**config.mk**
```make
export PLATFORM = sky130hd
export DESIGN_NAME = spt_translator_chopper
export DESIGN_NICKNAME = d
export VERILOG_FILES = /design/src/inc/spt_pkg.sv /design/src/core/spt_sync2.sv /design/src/core/spt_translator_chopper.sv
export SDC_FILE = /design/constraint.sdc
export NUM_CORES = 1
export LEC_CHECK = 0
export BUFFER_PORTS_ARGS = -buffer_cell sky130_fd_sc_hd__buf_2
export CAP_MARGIN = 20
export CORE_ASPECT_RATIO = 0.8
export CORE_MARGIN = 2
export CORE_UTILIZATION = 60
export CTS_CLUSTER_SIZE = 12
export DETAILED_ROUTE_END_ITERATION = 6
export GPL_ROUTABILITY_DRIVEN = 0
export PLACE_DENSITY = 0.87
export SYNTH_ARGS = -nofsm -noshare
export SYNTH_HDL_FRONTEND = slang
export SYNTH_SLANG_ARGS = --single-unit
```
**constraint.sdc**
```tcl
create_clock -name clk_in -period 2.74 [get_ports clk_in]
set_clock_uncertainty 0.15 [all_clocks]
set_input_delay 0.548 -clock clk_in [delete_from_list [all_inputs] [get_ports clk_in]]
set_output_delay 0.548 -clock clk_in [all_outputs]
set_load 0.1 [all_outputs]
```
**src/inc/spt_pkg.sv**
```systemverilog
// Shared constants and types for the stepper phase translator and chopper
package spt_pkg;

    // Clock period of clk_in in nanoseconds
    localparam int unsigned SPT_CLK_PERIOD_NS = 8;

    // Translator state encoding: index 0 is state 1 (home)
    localparam int unsigned SPT_STATE_W    = 3;
    localparam logic [2:0]  SPT_HOME_STATE = 3'h0;
    localparam logic [2:0]  SPT_HALF_INC   = 3'h1;
    localparam logic [2:0]  SPT_FULL_INC   = 3'h2;
    localparam logic [3:0]  SPT_PHASE_HOME = 4'h5;

    // Phase patterns PHASE_OUTPUTS for states 1..8, half-step order
    localparam logic [3:0]  SPT_PH_S1 = 4'h5;
    localparam logic [3:0]  SPT_PH_S2 = 4'h1;
    localparam logic [3:0]  SPT_PH_S3 = 4'h9;
    localparam logic [3:0]  SPT_PH_S4 = 4'h8;
    localparam logic [3:0]  SPT_PH_S5 = 4'hA;
    localparam logic [3:0]  SPT_PH_S6 = 4'h2;
    localparam logic [3:0]  SPT_PH_S7 = 4'h6;
    localparam logic [3:0]  SPT_PH_S8 = 4'h4;

    // Pair field positions inside the PHASE_OUTPUTS nibble
    localparam int unsigned SPT_AB_HI = 3;
    localparam int unsigned SPT_AB_LO = 2;
    localparam int unsigned SPT_CD_HI = 1;
    localparam int unsigned SPT_CD_LO = 0;
    localparam logic [1:0]  SPT_PAIR_OFF  = 2'h0;
    localparam logic [1:0]  SPT_PAIR_BOTH = 2'h3;

    // Chopper oscillator: period is about 0.69 RC
    localparam int unsigned SPT_OSC_RC_NS      = 20000;
    localparam int unsigned SPT_OSC_PERIOD_NS  = (SPT_OSC_RC_NS * 69) / 100;
    localparam int unsigned SPT_OSC_PERIOD_CYC = SPT_OSC_PERIOD_NS / SPT_CLK_PERIOD_NS;

    // Step doubler: ghost pulse delayed by 0.75 RC
    localparam int unsigned SPT_DBL_RC_NS      = 100000;
    localparam int unsigned SPT_DBL_DELAY_NS   = (SPT_DBL_RC_NS * 75) / 100;
    localparam int unsigned SPT_DBL_DELAY_CYC  = SPT_DBL_DELAY_NS / SPT_CLK_PERIOD_NS;

    // Counter width for oscillator and doubler timers
    localparam int unsigned SPT_CNT_W  = 20;
    localparam logic [19:0] SPT_CNT_ONE  = 20'h00001;
    localparam logic [19:0] SPT_CNT_ZERO = 20'h00000;

    // Synchroniser input bit positions
    localparam int unsigned SPT_SYNC_W     = 11;
    localparam int unsigned SPT_IX_STEP    = 0;
    localparam int unsigned SPT_IX_DIR     = 1;
    localparam int unsigned SPT_IX_HALF    = 2;
    localparam int unsigned SPT_IX_RESET_N = 3;
    localparam int unsigned SPT_IX_ENABLE  = 4;
    localparam int unsigned SPT_IX_CTRL    = 5;
    localparam int unsigned SPT_IX_SENS_AB = 6;
    localparam int unsigned SPT_IX_SENS_CD = 7;
    localparam int unsigned SPT_IX_EXTSYNC = 8;
    localparam int unsigned SPT_IX_OSC_GND = 9;
    localparam int unsigned SPT_IX_DBL_GND = 10;

    // Sequencing modes
    typedef enum logic [1:0] {
        SPT_MODE_HALF,
        SPT_MODE_NORMAL,
        SPT_MODE_WAVE
    } spt_mode_t;

    // Doubler states
    typedef enum logic [0:0] {
        SPT_DBL_IDLE,
        SPT_DBL_WAIT
    } spt_dbl_state_t;

endpackage : spt_pkg

```
**src/core/spt_sync2.sv**
```systemverilog
// Two flip-flop synchroniser for a group of pin inputs
`timescale 1ns/1ps
module spt_sync2 #(
    parameter int unsigned WIDTH = 1
) (
    // Clock and reset
    input  wire logic             clk_in,
    input  wire logic             arst_n_in,
    // Asynchronous levels in, synchronised levels out
    input  wire logic [WIDTH-1:0] async_in,
    output logic      [WIDTH-1:0] sync_out
);

    logic [WIDTH-1:0] stage1;

    // First stage feeds only the second stage
    always_ff @(posedge clk_in or negedge arst_n_in) begin
        if (!arst_n_in) begin
            stage1   <= '0;
            sync_out <= '0;
        end else begin
            stage1   <= async_in;
            sync_out <= stage1;
        end
    end

endmodule : spt_sync2

```
**src/core/spt_translator_chopper.sv**
```systemverilog
// Stepper phase translator with dual PWM current chopper and step doubler
`timescale 1ns/1ps
module spt_translator_chopper #(
    parameter int unsigned OSC_PERIOD_CYC = spt_pkg::SPT_OSC_PERIOD_CYC,
    parameter int unsigned DBL_DELAY_CYC  = spt_pkg::SPT_DBL_DELAY_CYC
) (
    // Clock and reset
    input  wire logic       clk_in,
    input  wire logic       arst_n_in,
    // Controller inputs (pins, asynchronous)
    input  wire logic       step_clk_n_in,
    input  wire logic       rotation_dir_in,
    input  wire logic       half_full_in,
    input  wire logic       translator_reset_n_in,
    input  wire logic       enable_in,
    input  wire logic       chopper_target_in,
    // Current comparator results (high when current reached reference)
    input  wire logic       current_sense_ab_in,
    input  wire logic       current_sense_cd_in,
    // Chopper oscillator synchronisation
    input  wire logic       ext_sync_in,
    input  wire logic       chopper_osc_pin_grounded_in,
    // Doubler control (high when doubler pin is grounded)
    input  wire logic       doubler_grounded_in,
    // Power stage drive
    output logic [3:0]      phase_outputs_out,
    output logic            pair_ab_inhibit_n_out,
    output logic            pair_cd_inhibit_n_out,
    // Status
    output logic            home_out,
    output logic            dir_mem_out,
    output logic            sync_out
);

    logic [spt_pkg::SPT_SYNC_W-1:0]  pins_sync;
    logic                            step_sync;
    logic                            step_prev;
    logic                            step_edge;
    logic                            ext_sync_prev;
    logic                            osc_pulse;
    logic                            int_osc_pulse;
    logic [spt_pkg::SPT_CNT_W-1:0]   osc_cnt;
    logic [spt_pkg::SPT_CNT_W-1:0]   dbl_cnt;
    spt_pkg::spt_dbl_state_t         dbl_state;
    logic                            ghost_step;
    logic                            dir_ff;
    logic [spt_pkg::SPT_STATE_W-1:0] state;
    logic [spt_pkg::SPT_STATE_W-1:0] step_inc;
    spt_pkg::spt_mode_t              mode;
    logic                            chopper_latch_ab;
    logic                            chopper_latch_cd;
    logic [3:0]                      phase_pattern;
    logic [3:0]                      next_phase;
    logic                            next_inh_ab;
    logic                            next_inh_cd;
    logic [1:0]                      pair_ab;
    logic [1:0]                      pair_cd;
    logic                            do_step;
    logic [1:0]                      sync_fill;

    // Reload values of the timing parameters, at counter width
    localparam logic [spt_pkg::SPT_CNT_W-1:0] OSC_RELOAD =
        spt_pkg::SPT_CNT_W'(OSC_PERIOD_CYC - 1);
    // Doubler reloads one short: the ghost moves the translator exactly the delay after the real step
    localparam logic [spt_pkg::SPT_CNT_W-1:0] DBL_RELOAD =
        spt_pkg::SPT_CNT_W'(DBL_DELAY_CYC - 1);

    // Pin inputs pass two flip-flops before use
    spt_sync2 #(
        .WIDTH (spt_pkg::SPT_SYNC_W)
    ) u_pin_sync (
        .clk_in    (clk_in),
        .arst_n_in (arst_n_in),
        .async_in  ({doubler_grounded_in,
                     chopper_osc_pin_grounded_in,
                     ext_sync_in,
                     current_sense_cd_in,
                     current_sense_ab_in,
                     chopper_target_in,
                     enable_in,
                     translator_reset_n_in,
                     half_full_in,
                     rotation_dir_in,
                     step_clk_n_in}),
        .sync_out  (pins_sync)
    );

    // Phase decode of a translator state, starting from state 1
    function automatic logic [3:0] spt_decode(input logic [2:0] s);
        logic [3:0] p;
        p = spt_pkg::SPT_PH_S1;
        case (s)
            3'h0: p = spt_pkg::SPT_PH_S1;
            3'h1: p = spt_pkg::SPT_PH_S2;
            3'h2: p = spt_pkg::SPT_PH_S3;
            3'h3: p = spt_pkg::SPT_PH_S4;
            3'h4: p = spt_pkg::SPT_PH_S5;
            3'h5: p = spt_pkg::SPT_PH_S6;
            3'h6: p = spt_pkg::SPT_PH_S7;
            3'h7: p = spt_pkg::SPT_PH_S8;
            default: p = spt_pkg::SPT_PH_S1;
        endcase
        return p;
    endfunction : spt_decode

    // Synchroniser outputs carry their reset zeros for two edges; mark when they are real
    always_ff @(posedge clk_in or negedge arst_n_in) begin
        if (!arst_n_in) begin
            sync_fill <= 2'h0;
        end else begin
            sync_fill <= {sync_fill[0], 1'b1};
        end
    end

    // Step strobe edge history, held at the idle high level until the synchroniser has flushed,
    // so its reset zero is not taken for a step once reset is released
    always_ff @(posedge clk_in or negedge arst_n_in) begin
        if (!arst_n_in) begin
            step_prev <= 1'b1;
        end else begin
            step_prev <= sync_fill[1] ? step_sync : 1'b1;
        end
    end

    // Step taken on the low-to-high transition of the strobe
    assign step_sync = pins_sync[spt_pkg::SPT_IX_STEP];
    assign step_edge = step_sync & ~step_prev;

    // Doubler: one ghost step a fixed delay after a real step, unless another real step comes first
    always_ff @(posedge clk_in or negedge arst_n_in) begin
        if (!arst_n_in) begin
            dbl_state  <= spt_pkg::SPT_DBL_IDLE;
            dbl_cnt    <= spt_pkg::SPT_CNT_ZERO;
            ghost_step <= 1'b0;
        end else begin
            ghost_step <= 1'b0;
            case (dbl_state)
                spt_pkg::SPT_DBL_IDLE: begin
                    if (step_edge && !pins_sync[spt_pkg::SPT_IX_DBL_GND]) begin
                        dbl_cnt   <= DBL_RELOAD;
                        dbl_state <= spt_pkg::SPT_DBL_WAIT;
                    end
                end
                spt_pkg::SPT_DBL_WAIT: begin
                    if (pins_sync[spt_pkg::SPT_IX_DBL_GND]) begin
                        dbl_state <= spt_pkg::SPT_DBL_IDLE;
                    end else if (step_edge) begin
                        dbl_cnt <= DBL_RELOAD;  // New step restarts the delay
                    end else if (dbl_cnt <= spt_pkg::SPT_CNT_ONE) begin
                        ghost_step <= 1'b1;
                        dbl_state  <= spt_pkg::SPT_DBL_IDLE;
                    end else begin
                        dbl_cnt <= dbl_cnt - spt_pkg::SPT_CNT_ONE;
                    end
                end
                default: begin
                    dbl_state <= spt_pkg::SPT_DBL_IDLE;
                end
            endcase
        end
    end

    // Real and ghost steps both move the translator
    assign do_step = step_edge | ghost_step;

    // Direction flip-flop, sampled from the synchronised input;
    // keeps its reset value until the synchroniser holds a real level, so direction memory does not glitch
    always_ff @(posedge clk_in or negedge arst_n_in) begin
        if (!arst_n_in) begin
            dir_ff <= 1'b1;
        end else if (sync_fill[1]) begin
            dir_ff <= pins_sync[spt_pkg::SPT_IX_DIR];
        end
    end

    // Sequencing mode from step size and current state parity
    always_comb begin
        if (pins_sync[spt_pkg::SPT_IX_HALF]) begin
            mode     = spt_pkg::SPT_MODE_HALF;
            step_inc = spt_pkg::SPT_HALF_INC;
        end else if (state[0] == 1'b0) begin
            mode     = spt_pkg::SPT_MODE_NORMAL;
            step_inc = spt_pkg::SPT_FULL_INC;
        end else begin
            mode     = spt_pkg::SPT_MODE_WAVE;
            step_inc = spt_pkg::SPT_FULL_INC;
        end
    end

    // Modulo-eight translator counter
    always_ff @(posedge clk_in or negedge arst_n_in) begin
        if (!arst_n_in) begin
            state <= spt_pkg::SPT_HOME_STATE;
        end else if (!pins_sync[spt_pkg::SPT_IX_RESET_N]) begin
            state <= spt_pkg::SPT_HOME_STATE;
        end else if (do_step) begin
            if (dir_ff) begin
                state <= state + step_inc;
            end else begin
                state <= state - step_inc;
            end
        end
    end

    // Internal chopper oscillator
    always_ff @(posedge clk_in or negedge arst_n_in) begin
        if (!arst_n_in) begin
            osc_cnt       <= spt_pkg::SPT_CNT_ZERO;
            int_osc_pulse <= 1'b0;
        end else if (osc_cnt == spt_pkg::SPT_CNT_ZERO) begin
            osc_cnt       <= OSC_RELOAD;
            int_osc_pulse <= 1'b1;
        end else begin
            osc_cnt       <= osc_cnt - spt_pkg::SPT_CNT_ONE;
            int_osc_pulse <= 1'b0;
        end
    end

    // External sync edge history
    always_ff @(posedge clk_in or negedge arst_n_in) begin
        if (!arst_n_in) begin
            ext_sync_prev <= 1'b0;
        end else begin
            ext_sync_prev <= pins_sync[spt_pkg::SPT_IX_EXTSYNC];
        end
    end

    // Slave devices take their chopper pulses from the shared sync line
    assign osc_pulse = pins_sync[spt_pkg::SPT_IX_OSC_GND] ?
                       (pins_sync[spt_pkg::SPT_IX_EXTSYNC] & ~ext_sync_prev) :
                       int_osc_pulse;

    // Sync pin repeats the internal oscillator only on the master,
    // and only once the grounded-oscillator pin has been synchronised
    always_ff @(posedge clk_in or negedge arst_n_in) begin
        if (!arst_n_in) begin
            sync_out <= 1'b0;
        end else begin
            sync_out <= int_osc_pulse & ~pins_sync[spt_pkg::SPT_IX_OSC_GND] & sync_fill[1];
        end
    end

    // Chopper latches: oscillator sets, comparator clears, set wins
    always_ff @(posedge clk_in or negedge arst_n_in) begin
        if (!arst_n_in) begin
            chopper_latch_ab <= 1'b1;
            chopper_latch_cd <= 1'b1;
        end else begin
            if (osc_pulse) begin
                chopper_latch_ab <= 1'b1;
            end else if (pins_sync[spt_pkg::SPT_IX_SENS_AB]) begin
                chopper_latch_ab <= 1'b0;
            end
            if (osc_pulse) begin
                chopper_latch_cd <= 1'b1;
            end else if (pins_sync[spt_pkg::SPT_IX_SENS_CD]) begin
                chopper_latch_cd <= 1'b0;
            end
        end
    end

    // Base phase pattern and its two pairs
    assign phase_pattern = spt_decode(state);
    assign pair_ab = phase_pattern[spt_pkg::SPT_AB_HI:spt_pkg::SPT_AB_LO];
    assign pair_cd = phase_pattern[spt_pkg::SPT_CD_HI:spt_pkg::SPT_CD_LO];

    // Drive computation: inhibits, chopping and enable gating
    always_comb begin
        next_phase  = phase_pattern;
        // Inhibit falls on an unpowered pair so its current decays fast
        next_inh_ab = (pair_ab != spt_pkg::SPT_PAIR_OFF);
        next_inh_cd = (pair_cd != spt_pkg::SPT_PAIR_OFF);
        if (mode == spt_pkg::SPT_MODE_NORMAL) begin
            next_inh_ab = 1'b1;
            next_inh_cd = 1'b1;
        end
        if (pins_sync[spt_pkg::SPT_IX_CTRL]) begin
            // Chop on phase lines: drive the idle line of an active pair
            if (!chopper_latch_ab && pair_ab != spt_pkg::SPT_PAIR_OFF) begin
                next_phase[spt_pkg::SPT_AB_HI:spt_pkg::SPT_AB_LO] = spt_pkg::SPT_PAIR_BOTH;
            end
            if (!chopper_latch_cd && pair_cd != spt_pkg::SPT_PAIR_OFF) begin
                next_phase[spt_pkg::SPT_CD_HI:spt_pkg::SPT_CD_LO] = spt_pkg::SPT_PAIR_BOTH;
            end
        end else begin
            // Chop on inhibit lines
            next_inh_ab = next_inh_ab & chopper_latch_ab;
            next_inh_cd = next_inh_cd & chopper_latch_cd;
        end
        if (!pins_sync[spt_pkg::SPT_IX_ENABLE]) begin
            next_phase  = 4'h0;
            next_inh_ab = 1'b0;
            next_inh_cd = 1'b0;
        end
    end

    // Registered power stage outputs
    always_ff @(posedge clk_in or negedge arst_n_in) begin
        if (!arst_n_in) begin
            phase_outputs_out     <= 4'h0;
            pair_ab_inhibit_n_out <= 1'b0;
            pair_cd_inhibit_n_out <= 1'b0;
        end else begin
            phase_outputs_out     <= next_phase;
            pair_ab_inhibit_n_out <= next_inh_ab;
            pair_cd_inhibit_n_out <= next_inh_cd;
        end
    end

    // Registered status outputs
    always_ff @(posedge clk_in or negedge arst_n_in) begin
        if (!arst_n_in) begin
            home_out    <= 1'b0;
            dir_mem_out <= 1'b0;
        end else begin
            home_out    <= (phase_pattern == spt_pkg::SPT_PHASE_HOME);
            dir_mem_out <= ~dir_ff;
        end
    end

endmodule : spt_translator_chopper

```
==> metrics.csv, run 1 <==
metric,value,unit
irDropWorstVdd,0.000505,V
p_switching,751,uW
p_seq_share,49.6,%
clock-sinks,84,
first_iter_violations,140,
grt_usage,22.7,%
r2r-end,osc_cnt[18]$_DFF_PN0_,
status,finished clean,
num_rows,24,
clk_latency,350,ps
period_share,90.2,%
ys_ff_latch,84,
dr_total_vias,2560,
dpl.hpwl,4440,um
place_area,0.00378,mm2
final_cell_area,0.00404,mm2
route.detailed.drc,0,
setup_viol,0,
io_pins,22,
synth_cell_types,52,
rsz0062_at_grt,no,
clkPwrFrac,39.0,%
synth_top_cell_by_area,dfrtp_1,
synth_nets,343,
clk_pin_slew_worst_paths,80,ps
start_kind,flop,
synth_ff_type,dfrtp_1,
netlist_area,0.00354,mm2
core,0.00559,mm2
grt_pass1_wl,11600,um
cts_buffers,9,
drt-pass1-iter-count,5,
power.leakage,0.00176,uW
worstPathArrival,2560,ps
antenna_found_initial,0,
hp-class,in2async,
port_buffers,21,
yosysWarnings,0,
dpl.cell_count,423,
cts_tree,yes,
postSynthCellCount,323,
clock_path_buffers,2,
critPathKind,reg2reg,
hold_viol,0,
wirelength,6820,um
switching_share,26.8,%
drive_above_1_share,15.2,%
yosys.area.top_type_share,56.6,%
die_w,89.9,um
start_util,63.4,%
synth_area_leaders,"dfrtp_1, o21ai_0, nor3_1",
postCtsSetupBuffers,0,
nets,376,
diodes,0,
final_cells,439,
die-area,0.00653,mm2
max_slew.worst_pin.slew,630,ps
async_reset_ff_share,100,%
grt_overflow,0,
postCtsResizedCells,0,
required,2830,ps
ctsHoldBuffers,0,
r2r_slack,270,ps
antenna_left,0,
area_delta_synth_final,14.1,%
combPwrFrac,11.4,%
power_density,693,mW/mm2
grt_max_degree,46,
syn_avg_cell_area,11.0,um2
slew_headroom,57.9,%
ys_seq_area_share,59.5,%
synth_edf_count,0,
period_needed,2470,ps
vias_per_cell,5.83,
utilization,72.3,%
die_h,72.7,um
fin_setup_tns,0,ps
end_kind,flop,
cts_max_level,3,
fmax,0.405,GHz
grt_pass1_vias,2519,
r2r_start,osc_cnt[4]$_DFF_PN0_,
cts-root-buf,clkbuf_8,
p_int,2050,uW
crit_path_max_fanout,6,
wl_per_cell,15.5,um
finalMaxSlewViolations,0,
max-cap-violations,0,
r2r_cells,5,
-- per-layer routing --
layer	global-route usage (%)	wire, um	part of all wire (%)	vias to the layer above
met5	0	0	0	-
met1	29.0	2960	43	1243
met4	8.89	133	2.0	0
met2	38.4	3340	49	81
met3	5.89	390	5.7	15
li1	-	-	-	1221
-- synth_stat cells (all sizes together) (3+ instances only) --
cell type,count
nand3,8
o21ai,27
nor2,26
or3,7
a22o,5
a21o,3
o2bb2ai,3
nand2b,7
nor3,26
and2,3
nand2,24
clkbuf,3
dfstp,4
ha,6
a31oi,6
mux2,3
a21oi,14
nor4,11
or4,3
dfrtp,80
xnor2,12
inv,14
-- worst max-delay path by stage --
stage,start,end,slack (ps),cells past startpoint
2_1_floorplan,osc_cnt[4]$_DFF_PN0_,osc_cnt[18]$_DFF_PN0_,400,5
3_3_place_gp,osc_cnt[4]$_DFF_PN0_,osc_cnt[19]$_DFF_PN0_,360,5
3_5_place_dp,osc_cnt[4]$_DFF_PN0_,osc_cnt[18]$_DFF_PN0_,300,5
4_1_cts,osc_cnt[4]$_DFF_PN0_,osc_cnt[18]$_DFF_PN0_,280,5
5_1_grt,osc_cnt[16]$_DFF_PN0_,osc_cnt[11]$_DFF_PN0_,90,5
6_report,osc_cnt[4]$_DFF_PN0_,osc_cnt[18]$_DFF_PN0_,270,5
-- kinds of logic (layout without fill, tap and decap cells) --
group	after synthesis	count (layout)	synth area share (%)
AOI/OAI and AO/OA	71	71	12.8
xor gates and xnor gates	14	14	3.46
adders and majority gates	7	7	2.69
buffers and inverters	20	58	2.19
DFF	84	84	59.5
muxes	4	4	1.24
other	1	1	0.106
and+or+nand+nor	122	122	18.0
-- power groups by stage --
| stage | Clock (uW) | Combinational (uW) | Sequential, uW |
|---|---|---|---|
| final | 1090 | 320 | 1390 |
| after global routing | 1170 | 351 | 1400 |
| after CTS | 1110 | 320 | 1390 |
| after detailed placement | 0 | 317 | 1410 |
| after global placement | 0 | 309 | 1400 |
| after floorplan | 0 | 156 | 1470 |
-- critical path: stages (launching register included) --
cell and delay, ps:
dfrtp_1 440, or4_4 570, nand2b_4 180, or3_4 430
nor4_4 240, mux2_1 350
-- cells in the final DEF, fill, tap and decap left out, types with 8 or more instances in the layout --
master / netlist / final
a21oi_1: 14 / 14
buf_2: 2 / 20
clkbuf_8: 0 / 10
dfrtp_1: 80 / 80
inv_1: 14 / 14
nand2_1: 24 / 24
nand3_1: 8 / 8
nor2_1: 26 / 26
nor3_1: 26 / 26
nor4_1: 10 / 10
o21ai_0: 27 / 27
xnor2_1: 12 / 12
-- layout make-up --
type                       instances  area [um2]
tap                               78        97.6
multi-input combinational        219        1360
clock inverter                     6         119
fill                             387        1550
inverter                          15        56.3
sequential                        84        2110
clock buffer                      10         138
timing repair buffer              27         165
-- stage by stage --
| step | power [uW] | hold WS (ps) | setup WS, ps |
|---|---|---|---|
| CTS | 2820 | 46.9 | 283 |
| global route | 2920 | 68.7 | 93.8 |
| finish | 2800 | 36.6 | 268 |
| detailed placement | 1730 | 185 | 302 |
| global placement | 1710 | 182 | 361 |
| floorplan | 1620 | 102 | 400 |
-- flip-flops by register name (all words and copies together) (netlist names), 2 cells and up --
| name | count |
|---|---|
| u_pin_sync.stage1 | 11 |
| state | 3 |
| phase_outputs_out | 4 |
| sync_fill | 2 |
| dbl_cnt | 20 |
| osc_cnt | 20 |
| u_pin_sync.sync_out | 11 |
No activity file was read; power rests on OpenSTA's default activity.
==> inputs of run 2 (changes only) <==
--- a/config.mk
+++ b/config.mk
@@ -16,4 +16,5 @@
 export PLACE_DENSITY = 0.87
 export SYNTH_ARGS = -nofsm -noshare
 export SYNTH_HDL_FRONTEND = slang
+export SYNTH_HIERARCHICAL = 1
 export SYNTH_SLANG_ARGS = --single-unit
==> metrics.csv, run 2 <==
metric,value,unit
irDropWorstVdd,0.000369,V
cts-root-buf,clkbuf_8,
netlist_area,0.00370,mm2
grt_pass1_vias,2615,
r2r_slack,180,ps
required,2870,ps
ys_ff_latch,84,
final_cell_mix,"dfrtp_1, nand2_1, nor2_1",
dpl.cell_count,429,
start_util,62.3,%
grt_max_degree,62,
postCtsSetupBuffers,0,
yosysWarnings,6,
ys_seq_area_share,56.9,%
io_pins,22,
slew_headroom,49.5,%
route.detailed.drc,0,
area_delta_synth_final,10.9,%
dp_slack,193,ps
diodes,0,
core,0.00594,mm2
grt_pass1_wl,12400,um
crit_path_max_fanout,7,
final_cells,445,
max-cap-violations,0,
fmax,0.390,GHz
fin_setup_tns,0,ps
start_kind,flop,
max_slew.worst_pin.slew,757,ps
wirelength,7100,um
critPathKind,reg2reg,
clk_latency,360,ps
num_rows,25,
synth_ff_type,dfrtp_1,
utilization,69.1,%
clock-sinks,84,
path_delay_family,simple AND/OR/NAND/NOR gates,
synth_top_cell_by_area,dfrtp_1,
period_share,93.6,%
synth_common_cells,"dfrtp_1, nand2_1, nor2_1, inv_1, a21oi_1",
hold_viol,0,
synth_area_leaders,"dfrtp_1, nand2_1, nor2_1",
cts_buffers,9,
worstPathArrival,2700,ps
cts_tree,yes,
critPathBufInv,0,
port_buffers,21,
async_reset_ff_share,100,%
reg_top3,"dbl_cnt: 20 flops, osc_cnt: 20 flops",
power.leakage,0.00178,uW
crit_path_max_incr_delay,600,ps
nets,379,
period_needed,2560,ps
setup_viol,0,
drt-pass1-iter-count,5,
first_iter_violations,273,
status,finished clean,
die-area,0.00682,mm2
synth_cell_types,60,
wl_per_cell,16.0,um
antenna_left,0,
slowest_stage,or4_4,
postSynthCellCount,332,
synth_nets,352,
rsz0062_at_grt,no,
antenna_found_initial,0,
layout_commonest_cell,dfrtp_1,
power,2520,uW
drive_above_1_share,17.3,%
cp_cell_sequence,"or4_4, nor3_4, nand3_2, a211oi_1, mux2i_1",
power_density,614,mW/mm2
grt_usage,23.9,%
dr_total_vias,2557,
syn_avg_cell_area,11.2,um2
fin_ws,177,ps
synth.most_common_cell,dfrtp_1,
die_h,74.3,um
cts_max_level,3,
yosys.area.top_type_share,54.1,%
die_w,91.8,um
finalMaxSlewViolations,0,
vias_per_cell,5.75,
end_kind,flop,
clock_path_buffers,2,
synth_edf_count,0,
hp-class,in2async,
clk_pin_slew_worst_paths,100,ps
dpl.hpwl,4800,um
grt_overflow,0,
## run 2: cell types whose count changed after synthesis, sizes merged, moves of 6 or more
cell   previous run  this run
o21ai            27        11
nand2            24        35
xor2              2        11
xnor2            12         6
nor3             26        10
## run 2: cells by family after synthesis
group / share of synthesized area, %
simple gates: 19.6
other cells: 0.101
compound gates: 11.8
flops: 56.9
xor+xnor: 4.02
mux: 2.26
fa+ha+maj: 2.57
buf+inv: 2.77
## run 2: layout make-up
class | instances | area [um2]
fill | 402 | 1830
timing repair buffer | 23 | 135
inverter | 19 | 71.3
multi-input combinational | 222 | 1490
tap | 81 | 101
sequential | 84 | 2110
clock inverter | 7 | 76.3
clock buffer | 9 | 124
## run 2: layer usage
layer  up-vias  global-route usage [%]  routed length, um
li1       1220                       -                  -
met5         -                       0                  0
met3        13                    7.29                468
met1      1224                    31.5               3090
met2       100                    39.4               3450
met4         0                    6.80                 89
## run 2: path summary, 6_finish.rpt
| check | startpoint | endpoint | depth (start not counted) |
|---|---|---|---|
| worst max register to register | dbl_cnt[4]$_DFFE_PN0P_ | dbl_cnt[16]$_DFFE_PN0P_ | 5 |
| worst max-delay path | dbl_cnt[4]$_DFFE_PN0P_ | dbl_cnt[16]$_DFFE_PN0P_ | 5 |
| min in group clk_in | ext_sync_in | u_pin_sync/stage1[8]$_DFF_PN0_ | 1 |
| worst min-delay path | arst_n_in | phase_outputs_out[2]$_DFF_PN0_ | 1 |
| max in group asynchronous | arst_n_in | u_pin_sync/sync_out[3]$_DFF_PN0_ | 2 |
| worst min register to register | u_pin_sync/stage1[7]$_DFF_PN0_ | u_pin_sync/sync_out[7]$_DFF_PN0_ | 0 |
## run 2: worst register-to-register path, cell delays in order, from the launching register on
cell and delay, ps:
dfrtp_1 450, or4_4 600, nor3_4 360, nand3_2 260, a211oi_1 440, mux2i_1 230
## run 2: where the power goes
part	internal [uW]	switching, uW	total (uW)
logic	83.8	201	285
registers	1310	69.4	1380
clock network	363	497	860
total	1750	767	2520
## run 2: through the flow
step	hold WS, ps	cell area [um2]
floorplan	102	3700
global placement	183	3910
detailed placement	185	3910
CTS	124	4110
global route	118	4110
finish	96.9	4110
## run 2: repair_timing
action / CTS / global route
resized for setup: 0 / 1
setup endpoints to repair: 0 / 1
hold endpoints to repair: 0 / 0
hold buffers: 0 / 0
==> inputs of run 3 (changes only) <==
==> constraint.sdc (replaced) <==
create_clock -name clk_in -period 2.7 [get_ports clk_in]
set_clock_uncertainty 0.15 [all_clocks]
set_input_delay 0.54 -clock clk_in [delete_from_list [all_inputs] [get_ports clk_in]]
set_output_delay 0.54 -clock clk_in [all_outputs]
set_load 0.1 [all_outputs]
==> metrics.csv, run 3 (same netlist as run 2, synthesis figures left out) <==
metric,value,unit
postCtsSetupBuffers,0,
finalMaxSlewViolations,0,
grt_pass1_vias,2469,
core,0.00594,mm2
cts_max_level,3,
die_w,91.8,um
clk_latency,350,ps
status,finished clean,
power,2490,uW
ctsHoldBuffers,0,
drt-pass1-iter-count,4,
cts_buffers,9,
wl_per_cell,15.1,um
grt_max_degree,49,
fin_ws,220,ps
power.leakage,0.00179,uW
worstPathArrival,2540,ps
clock_path_buffers,2,
dp_slack,252,ps
drive_above_1_share,17.7,%
grt_overflow,0,
clk_pin_slew_worst_paths,80,ps
clock-sinks,84,
dr_total_vias,2601,
fin_setup_tns,0,ps
startpoint,dbl_cnt[4]$_DFFE_PN0P_,
r2r_start,dbl_cnt[4]$_DFFE_PN0P_,
r2r_slack,220,ps
crit_path_max_fanout,6,
required,2760,ps
dpl.hpwl,4810,um
setup_viol,0,
vias_per_cell,5.79,
slew_headroom,50.2,%
wirelength,6770,um
power_density,605,mW/mm2
fmax,0.403,GHz
cp-endpoint,dbl_cnt[17]$_DFFE_PN0P_,
first_iter_violations,152,
critPathKind,reg2reg,
postCtsResizedCells,0,
die_h,74.3,um
final_cell_mix,"dfrtp_1, nand2_1, nor2_1",
hold_slack,37.6,ps
hp-class,in2async,
r2r-end,dbl_cnt[17]$_DFFE_PN0P_,
final_cells,449,
cts_tree,yes,
wl_met1,3010,um
period_share,91.8,%
diodes,0,
max_slew.worst_pin.slew,745,ps
rsz0062_at_grt,no,
grt_usage,21.8,%
start_util,62.3,%
num_rows,25,
reg_top3,"dbl_cnt: 20 flops, osc_cnt: 20 flops",
antenna_found_initial,0,
max-cap-violations,0,
die-area,0.00682,mm2
dpl.cell_count,433,
r2r_cells,5,
antenna_left,0,
highest_layer,met4,
start_kind,flop,
end_kind,flop,
nets,383,
hold_viol,0,
route.detailed.drc,0,
period_needed,2480,ps
dr_wl_met2,3230,um
layout_commonest_cell,dfrtp_1,
grt_pass1_wl,11500,um
irDropWorstVdd,0.000432,V
io_pins,22,
port_buffers,21,
area_delta_synth_final,11.1,%
cts-root-buf,clkbuf_8,
met3WireLength,391,um
## run 3: cell types whose count changed in the layout (fill, tap and decap cells not counted), sizes merged
cell and change:
buf +4, clkbuf +3, clkinv +1, clkinvlp +1, inv -5
## run 3: final cells by class
type,count,area (um2)
clock inverters,4,33.8
fillers,430,1830
well taps,81,101
clock buffers,12,155
repair buffers,27,153
flip-flops and latches,84,2110
inverters,19,71.3
multi-input cells,222,1490
## run 3: worst max-delay path: stages, from the launching register on
cell	delay [ps]
dfrtp_1	440
or4_4	600
nor4_2	350
nand3_1	260
o311ai_0	380
o211ai_1	150
## run 3: how the worst min path moves through the flow
stage,startpoint,to,slack (ps),depth (start not counted)
finish,arst_n_in,pair_cd_inhibit_n_out$_DFF_PN0_,40,1
global route,arst_n_in,pair_ab_inhibit_n_out$_DFF_PN0_,70,1
CTS,arst_n_in,pair_ab_inhibit_n_out$_DFF_PN0_,40,1
detailed placement,u_pin_sync/stage1[7]$_DFF_PN0_,u_pin_sync/sync_out[7]$_DFF_PN0_,180,0
global placement,u_pin_sync/stage1[3]$_DFF_PN0_,u_pin_sync/sync_out[3]$_DFF_PN0_,180,0
floorplan,arst_n_in,dbl_cnt[0]$_DFFE_PN0P_,90,0
## run 3: where the power goes
part / internal [uW] / switching [uW] / total (uW)
Clock: 389 / 422 / 811
Sequential: 1330 / 69.5 / 1400
Combinational: 83.4 / 197 / 280
## run 3: metrics by stage
step / instance area, um2 / util (%)
detailed placement: 3930 / 66.1
finish: 4120 / 69.2
CTS: 4120 / 69.2
floorplan: 3700 / -
global route: 4120 / 69.2
global placement: 3930 / 66.1
## run 3: routing by layer
metal  track usage [%]  vias to the layer above
met5                 0                        -
met2              35.8                       88
met3              6.59                       13
li1                  -                     1231
met4              8.13                        0
met1              28.3                     1269
